===== src/common/ibei_consts.vh =====
// Purpose: shared constants for the i2c bus-error and init block
// Assumes: sys_clk at 250 MHz
// Notes: definitions only
`ifndef IBEI_CONSTS_VH
`define IBEI_CONSTS_VH
`define IBEI_CLK_MHZ 250
`define IBEI_INIT_TIME_US 550
`define IBEI_INIT_CYCLES (`IBEI_INIT_TIME_US * `IBEI_CLK_MHZ)
`define IBEI_RST_PULSE_NS 8
`define IBEI_RST_CYCLES ((`IBEI_RST_PULSE_NS * `IBEI_CLK_MHZ + 999) / 1000)
`define IBEI_STA_BUS_ERR 8'h00
`define IBEI_STA_IDLE 8'hf8
`define IBEI_CON_OSC_BIT 5
`define IBEI_CON_SI_BIT 3
`define IBEI_CON_RESET 8'h00
`define IBEI_SW_KEY0 8'ha5
`define IBEI_SW_KEY1 8'h5a
`endif


===== src/rtl/ibei_sync.v =====
// Purpose: two-flop synchroniser for external levels
// Assumes: one sys_clk domain
// Notes: first stage read only by second stage
module ibei_sync #(
  parameter W = 2
) (
  input wire sys_clk,
  input wire rst_b,
  input wire [W-1:0] async_in,
  output reg [W-1:0] sync_out
);
  reg [W-1:0] meta_r;
  // two flops, reset to bus idle (high)
  always @(posedge sys_clk) begin
    if (!rst_b) begin
      meta_r <= {W{1'b1}};
      sync_out <= {W{1'b1}};
    end else begin
      meta_r <= async_in;
      sync_out <= meta_r;
    end
  end
endmodule


===== src/rtl/ibei_cond.v =====
// Purpose: detect START, STOP and SCL rising edges on synced lines
// Assumes: inputs already synchronised
// Notes: one-cycle pulses
module ibei_cond (
  input wire sys_clk,
  input wire rst_b,
  input wire clk_en,
  input wire scl_s,
  input wire sda_s,
  output wire start_p,
  output wire stop_p,
  output wire scl_rise_p,
  output wire bus_idle
);
  reg scl_d_r;
  reg sda_d_r;
  reg busy_r;
  // delayed copies for edge finding
  always @(posedge sys_clk) begin
    if (!rst_b) begin
      scl_d_r <= 1'b1;
      sda_d_r <= 1'b1;
      busy_r <= 1'b0;
    end else if (clk_en) begin
      scl_d_r <= scl_s;
      sda_d_r <= sda_s;
      if (start_p)
        busy_r <= 1'b1;
      else if (stop_p)
        busy_r <= 1'b0;
    end
  end
  assign start_p = clk_en & scl_s & scl_d_r & sda_d_r & ~sda_s; // [RULE12]
  assign stop_p = clk_en & scl_s & scl_d_r & ~sda_d_r & sda_s; // [RULE13]
  assign scl_rise_p = clk_en & scl_s & ~scl_d_r; // [RULE10]
  assign bus_idle = ~busy_r & scl_s & sda_s; // [RULE11]
endmodule


===== src/rtl/ibei_top.v =====
// Purpose: bus-error detection, power-up init and reset for an i2c controller
// Assumes: host drives reset pin, sw reset strobes and transfer role flags
// Notes: frame bit counting follows scl rising edges on the synced lines
// What this block does
// [RULE1] start or stop inside a byte or acknowledge is a bus error; code does not flag one during the ack clock high (count 0)
// [RULE2] bus errors matter only while master or addressed slave
// [RULE3] on bus error release lines, set interrupt flag, status becomes 00h
// [RULE4] host must reset the device after a bus error
// [RULE5] after power-on reset: oscillator bit high, init registers, then low, idle
// [RULE6] power-up initialization finishes within 550 microseconds
// [RULE7] host does not write during init; reads are answered
// [RULE8] oscillator bit reads 1 during init and 0 when ready
// [RULE9] reset pin held low long enough or sw sequence restores defaults
// [RULE10] one data bit per clock pulse; data changes only while clock low
// [RULE11] idle bus has both lines high; start only when not busy
// [RULE12] data falling while clock high is start
// [RULE13] data rising while clock high is stop
// [RULE14] each byte is eight bits plus one acknowledge bit, unlimited count
// [RULE15] receivers acknowledge by holding data low during ack clock high
// [RULE16] master receiver withholds last ack; slave then leaves data high
// [RULE17] after bus error keep status and stay off bus until reset
`include "ibei_consts.vh"
module ibei_top #(
  parameter INIT_CYCLES = `IBEI_INIT_CYCLES,
  parameter RST_CYCLES = `IBEI_RST_CYCLES
) (
  input wire sys_clk,
  input wire rst_b,
  input wire clk_en,
  input wire reset_pin_b,
  input wire sw_reset_wr,
  input wire [7:0] sw_reset_data,
  input wire host_wr,
  input wire role_master,
  input wire role_slave_addr,
  input wire rx_ack_en,
  input wire scl_in,
  input wire sda_in,
  output wire scl_out,
  output wire scl_oe_b,
  output wire sda_out,
  output wire sda_oe_b,
  output reg [7:0] control_register,
  output reg [7:0] status_r,
  output reg bus_error_r,
  output reg init_busy_r,
  output reg wr_refused_r,
  output wire bus_idle
);
  localparam ST_INIT = 2'd0;
  localparam ST_READY = 2'd1;
  localparam ST_ERROR = 2'd2;

  wire [1:0] sync_w;
  wire scl_s;
  wire sda_s;
  wire rstpin_s;
  wire start_p;
  wire stop_p;
  wire scl_rise_p;
  reg [1:0] state_r;
  reg [31:0] init_cnt_r;
  reg [31:0] rpw_cnt_r;
  reg [3:0] bit_cnt_r;
  reg in_frame_r;
  reg sw_arm_r;
  reg ack_drive_r;
  reg rstpin_m_r;
  reg rstpin_r;
  reg scl_q_r;
  wire scl_fall_p;
  wire involved;
  wire pin_reset;
  wire sw_reset;
  wire soft_reset;

  // sync bus lines
  ibei_sync #(.W(2)) u_sync (
    .sys_clk(sys_clk),
    .rst_b(rst_b),
    .async_in({scl_in, sda_in}),
    .sync_out(sync_w)
  );
  assign scl_s = sync_w[1];
  assign sda_s = sync_w[0];

  // reset pin is a pin: two flops
  always @(posedge sys_clk) begin
    if (!rst_b) begin
      rstpin_m_r <= 1'b1;
      rstpin_r <= 1'b1;
    end else begin
      rstpin_m_r <= reset_pin_b;
      rstpin_r <= rstpin_m_r;
    end
  end
  assign rstpin_s = rstpin_r;

  // scl falling edge, so the ack bit only moves while the clock is low
  always @(posedge sys_clk) begin
    if (!rst_b)
      scl_q_r <= 1'b1;
    else if (clk_en)
      scl_q_r <= scl_s;
  end
  assign scl_fall_p = clk_en & scl_q_r & ~scl_s; // [RULE10]

  ibei_cond u_cond (
    .sys_clk(sys_clk),
    .rst_b(rst_b),
    .clk_en(clk_en),
    .scl_s(scl_s),
    .sda_s(sda_s),
    .start_p(start_p),
    .stop_p(stop_p),
    .scl_rise_p(scl_rise_p),
    .bus_idle(bus_idle)
  );

  // reset pin low-width counter
  always @(posedge sys_clk) begin
    if (!rst_b)
      rpw_cnt_r <= 32'd0;
    else if (clk_en) begin
      if (rstpin_s)
        rpw_cnt_r <= 32'd0;
      else if (rpw_cnt_r < RST_CYCLES)
        rpw_cnt_r <= rpw_cnt_r + 32'd1;
    end
  end
  assign pin_reset = clk_en & ~rstpin_s & (rpw_cnt_r >= RST_CYCLES - 1); // [RULE9]

  // two-write software reset key
  always @(posedge sys_clk) begin
    if (!rst_b)
      sw_arm_r <= 1'b0;
    else if (clk_en && sw_reset_wr)
      sw_arm_r <= (sw_reset_data == `IBEI_SW_KEY0);
  end
  assign sw_reset = clk_en & sw_reset_wr & sw_arm_r & (sw_reset_data == `IBEI_SW_KEY1); // [RULE9]
  assign soft_reset = pin_reset | sw_reset;

  assign involved = role_master | role_slave_addr; // [RULE2]

  // frame bit counter: 8 data bits then ack
  always @(posedge sys_clk) begin
    if (!rst_b || soft_reset) begin
      bit_cnt_r <= 4'd0;
      in_frame_r <= 1'b0;
    end else if (clk_en) begin
      if (start_p) begin
        bit_cnt_r <= 4'd0;
        in_frame_r <= 1'b1;
      end else if (stop_p) begin
        in_frame_r <= 1'b0;
        bit_cnt_r <= 4'd0;
      end else if (scl_rise_p && in_frame_r) begin
        if (bit_cnt_r == 4'd8)
          bit_cnt_r <= 4'd0; // [RULE14]
        else
          bit_cnt_r <= bit_cnt_r + 4'd1;
      end
    end
  end

  // ack drive: low after 8th bit, off when nack requested
  always @(posedge sys_clk) begin
    if (!rst_b || soft_reset)
      ack_drive_r <= 1'b0;
    else if (clk_en) begin
      if (state_r != ST_READY || !involved)
        ack_drive_r <= 1'b0; // [RULE17]
      else if (scl_fall_p && bit_cnt_r == 4'd8)
        ack_drive_r <= rx_ack_en; // [RULE15] [RULE16]
      else if (scl_fall_p && bit_cnt_r == 4'd0)
        ack_drive_r <= 1'b0; // [RULE14]
    end
  end

  // main sequencer: init, ready, error
  always @(posedge sys_clk) begin
    if (!rst_b) begin
      state_r <= ST_INIT;
      init_cnt_r <= 32'd0;
      init_busy_r <= 1'b1;
      control_register <= `IBEI_CON_RESET;
      status_r <= `IBEI_STA_IDLE;
      bus_error_r <= 1'b0;
    end else if (clk_en) begin
      if (soft_reset) begin
        state_r <= ST_READY;
        control_register <= `IBEI_CON_RESET;
        status_r <= `IBEI_STA_IDLE;
        bus_error_r <= 1'b0;
      end else begin
        case (state_r)
          ST_INIT: begin
            control_register[`IBEI_CON_OSC_BIT] <= 1'b1; // [RULE5] [RULE8]
            if (init_cnt_r >= INIT_CYCLES - 1) begin
              control_register <= `IBEI_CON_RESET; // [RULE5] [RULE8]
              status_r <= `IBEI_STA_IDLE;
              init_busy_r <= 1'b0;
              state_r <= ST_READY; // [RULE6]
            end else
              init_cnt_r <= init_cnt_r + 32'd1;
          end
          ST_READY: begin
            // count 1 is the first clock of a fresh byte (legal stop or restart); count 0, after a start or during the ack clock, is not checked either
            if ((start_p || stop_p) && in_frame_r && involved && bit_cnt_r > 4'd1) begin
              status_r <= `IBEI_STA_BUS_ERR; // [RULE1] [RULE3]
              control_register[`IBEI_CON_SI_BIT] <= 1'b1; // [RULE3]
              bus_error_r <= 1'b1;
              state_r <= ST_ERROR;
            end
          end
          ST_ERROR: begin
            status_r <= `IBEI_STA_BUS_ERR; // [RULE17] [RULE4]
          end
          default: state_r <= ST_INIT;
        endcase
      end
    end
  end

  // flag host writes during init; reads need nothing
  always @(posedge sys_clk) begin
    if (!rst_b)
      wr_refused_r <= 1'b0;
    else if (clk_en)
      wr_refused_r <= host_wr & init_busy_r; // [RULE7]
  end

  // open drain: oe_b low means driving low
  assign scl_out = 1'b0;
  assign scl_oe_b = 1'b1; // [RULE3]
  assign sda_out = 1'b0;
  assign sda_oe_b = ~ack_drive_r; // [RULE3] [RULE10]
endmodule


===== config.mk =====
export PLATFORM = sky130hd
export DESIGN_NAME = ibei_top
export DESIGN_NICKNAME = d
export VERILOG_FILES = /design/src/rtl/ibei_sync.v /design/src/rtl/ibei_cond.v /design/src/rtl/ibei_top.v
export VERILOG_INCLUDE_DIRS = /design/src /design/src/common
export SDC_FILE = /design/constraint.sdc
export NUM_CORES = 1
export LEC_CHECK = 0
export BUFFER_PORTS_ARGS = -buffer_cell sky130_fd_sc_hd__buf_2
export CAP_MARGIN = 20
export CORE_MARGIN = 3
export CORE_UTILIZATION = 35
export CTS_BUF_LIST = sky130_fd_sc_hd__clkbuf_8
export DETAILED_ROUTE_END_ITERATION = 8
export GPL_ROUTABILITY_DRIVEN = 0
export GPL_TIMING_DRIVEN = 0
export HOLD_SLACK_MARGIN = 0.15
export REMOVE_ABC_BUFFERS = 1
export SYNTH_ARGS = -nofsm -noshare
export SYNTH_HDL_FRONTEND = slang
export SYNTH_HIERARCHICAL = 1
export SYNTH_SLANG_ARGS = --single-unit
export TNS_END_PERCENT = 50

===== constraint.sdc =====
create_clock -name sys_clk -period 2.9 [get_ports sys_clk]
set_input_delay 0.435 -clock sys_clk [delete_from_list [all_inputs] [get_ports sys_clk]]
set_output_delay 0.435 -clock sys_clk [all_outputs]
set_load 0.03 [all_outputs]

==> run metrics <==
outcome=finished clean; Global Route Usage Sum=0.125; Max-cap violations=0; Least-Margin Pin Slew=slightly below 1 ns; Slew Limit Fails=0; CP max stage cell=or4_4; Post-synth EDFFs=0; cts bufs inserted=9; M3 GR Usage=0.0469; Die ar.=0.0123 mm^2; crit path DAT=approximately 3.1 ns; starting DRC count in detailed routing=181; Vert. Die Dim=approximately 110 um; busiest layer in global routing=met2; hold crit path type=primary input to register; cell depth of the worst flop-to-flop path=6; io pins=43; sequential fraction of the synthesis area=0.462; Post-synth ARST share=0; leading cell type in the layout, fill and taps excluded=dfxtp_1; FF-to-FF setup slack=between 0.1 and 0.15 ns; Pleak=about 1.7 nW; relative slew slack=0.344; grt total ovfl=0; Final ANT Viol Nets=0; M2 GR Usage=0.202; Port Buffers=30; Reg-to-Reg End=init_cnt_r[15]$_SDFFE_PN0P_; via count=around 3k; worst hold path startpoint=scl_in; Final setup violation count=0; CP Launch Type=register; synth unique cells=between 50 and 60; TNS Setup=0 ns; Critical Path Max Stage Delay=a little over 0.6 ns; Worst Hold Endpoint=u_sync/meta_r[1]$_SDFF_PN1_; critical path type=register to register; vias per inst=just over 5; wire per inst=roughly 13 um; Yosys top cell area share=0.462; Peak VDD IR=between 0.0002 and 0.0003 V; Fmax=~360 MHz; final worst-path cycle share=0.954; crit path capture type=register; Reg clk slew, reported paths=roughly 0.09 ns; n_diodes=0; post-layout minimum cycle time=2.77 ns; PnR Total Power=between 2 and 2.5 mW; first-pass GRT wire length=roughly 13000 um; share of layout cells above drive strength 1=0.121; fin nets=approximately 480; Initial Util=0.367; root buffer cell=clkbuf_8; critical-path cell list=nor4_1 > nand4_1 > o31a_1 > or4_4 > or4_1 > a21oi_1; H-tree lvl count=3; synthesis-to-layout area growth=9.22%; CTS tree=built; Post-Syn Instances=about 430; Final Skew=between 0.008 and 0.009 ns; Seq cells post-synth=89; initial antenna violation count=0; synthesized area=just under 0.004 mm^2; most frequent cells in the layout=dfxtp_1, nand2_1, buf_2; Yosys top cell by area=dfxtp_1; clk buf depth=2; Area contributors post-synth=dfxtp_1, and3_1, ha_1; critical path peak fanout=13; pwr dens=between 500 and 600 mW/mm^2; clock sink count=between 80 and 90; vias in the first global route=2842; Synth Flop Type=dfxtp_1; Post-Syn Area per Cell=9.03 um^2; Global Route met1 Usage=0.156; drt first pass iters=4; FP Rows=37; final WL=roughly 7400 um; Synth Warn #=6; Reg2Reg Launch Point=rpw_cnt_r[2]$_SDFFE_PN0P_; largest net degree at the start of global routing=65; Fin. Hold Viols=0; Core Area=approximately 0.011 mm^2; RSZ-0062 raised after global routing=false; DP Wirelength=between 4000 and 5000 um; Critical Path RT=around 3.2 ns; Remaining DRCs=0; CTS Hold Bufs=0; hold depth=2; Clock Latency Late Sink=around 0.36 ns; Die W=about 110 um
==> area by class of cell <==
class	count	area, um^2
Fill cell	1056	6300
Clock inverter	7	47.5
Inverter	15	56.3
Multi-Input combinational cell	301	1860
Timing Repair Buffer	32	165
Sequential cell	89	1780
Tap cell	136	170
Clock buffer	9	124
==> critical path: cells and delay by family (launching register included) <==
family / cells / cell delay (ns)
flip-flops: 1 / 0.34
AND/OR/NAND/NOR: 4 / 1.79
AO/OA/AOI/OAI: 2 / 0.56
==> cell usage after synthesis, types with 3 or more instances <==
cell      count
o21a_1        5
or3_1         9
nor3_1        6
o21ai_0       8
buf_4        16
and3_1       28
nor4bb_1      3
nand2b_1     12
clkbuf_1     13
nand3b_1      3
nor4_1       10
or4_1         6
a21oi_1      25
nand4_1      16
o31ai_1       8
ha_1         11
nand3_1      21
nor3b_1       3
inv_1        15
mux2i_1       3
and2_1       17
dfxtp_1      89
nor2_1       22
o21ai_1       6
nand2_1      30
==> stage by stage <==
step           setup slack, ns  cell area (um^2)  cells   util  hold WS, ns
3_3_place_gp             0.144              4020    571  0.383        0.389
4_1_cts                  0.102              4190    587  0.399        0.225
3_5_place_dp             0.128              4020    571  0.383        0.392
6_report                 0.134              4210    589  0.401        0.252
5_1_grt               0.000367              4210    589  0.401        0.243
2_1_floorplan            0.495              3700    405      -        0.386
==> sequential cells by signal, indices dropped and copies added, names as in the netlist <==
signal            cells
sw_arm_r              1
rstpin_r              1
u_sync/sync_out       2
u_cond/sda_d_r        1
init_cnt_r           32
status_r              1
wr_refused_r          1
ack_drive_r           1
u_cond/busy_r         1
rstpin_m_r            1
bus_error_r           1
init_busy_r           1
in_frame_r            1
control_register      2
rpw_cnt_r            32
scl_q_r               1
bit_cnt_r             4
u_sync/meta_r         2
u_cond/scl_d_r        1
state_r               2
==> where the power goes <==
part | leakage [nW] | switching [mW] | internal (mW)
Sequential | 0.720 | 0.0175 | 1.24
Combinational | 0.867 | 0.119 | 0.0575
Clock | 0.0908 | 0.440 | 0.311
==> kinds of logic (layout without fill, tap and decap cells) <==
kind of cell             count (synthesis)  after routing  synth area share
AND/OR/NAND/NOR                        199            199             0.301
flip-flops                              89             89             0.462
AO/OA/AOI/OAI                           74             74             0.123
buffers and inverters                   47             63            0.0636
adder cells (fa/ha/maj)                 11             11            0.0357
multiplexers                             3              3           0.00779
other                                    2             12           0.00195
XOR/XNOR                                 2              2           0.00455
==> routing by layer <==
| metal | wire length [um] | part of all wire | up-vias |
|---|---|---|---|
| met1 | 3680 | 0.50 | 1391 |
| met5 | 0 | 0 | - |
| met4 | 66 | 0.0090 | 0 |
| li1 | - | - | 1563 |
| met3 | 353 | 0.048 | 6 |
| met2 | 3260 | 0.44 | 52 |
==> worst max-delay path by stage <==
stage                               from                           to  cells after the start
6_report       rpw_cnt_r[2]$_SDFFE_PN0P_  init_cnt_r[15]$_SDFFE_PN0P_                      6
3_3_place_gp   rpw_cnt_r[2]$_SDFFE_PN0P_  init_cnt_r[15]$_SDFFE_PN0P_                      6
5_1_grt        rpw_cnt_r[2]$_SDFFE_PN0P_  init_cnt_r[15]$_SDFFE_PN0P_                      6
2_1_floorplan  rpw_cnt_r[2]$_SDFFE_PN0P_  init_cnt_r[15]$_SDFFE_PN0P_                      6
3_5_place_dp   rpw_cnt_r[2]$_SDFFE_PN0P_  init_cnt_r[15]$_SDFFE_PN0P_                      6
4_1_cts        rpw_cnt_r[2]$_SDFFE_PN0P_  init_cnt_r[15]$_SDFFE_PN0P_                      6
==> repair_timing <==
action                     4_1_cts  5_1_grt
buffers inserted                 0        2
gates resized for setup          0        0
setup endpoints to repair        0        2
Note: power is estimated with default switching activity, not from simulation.
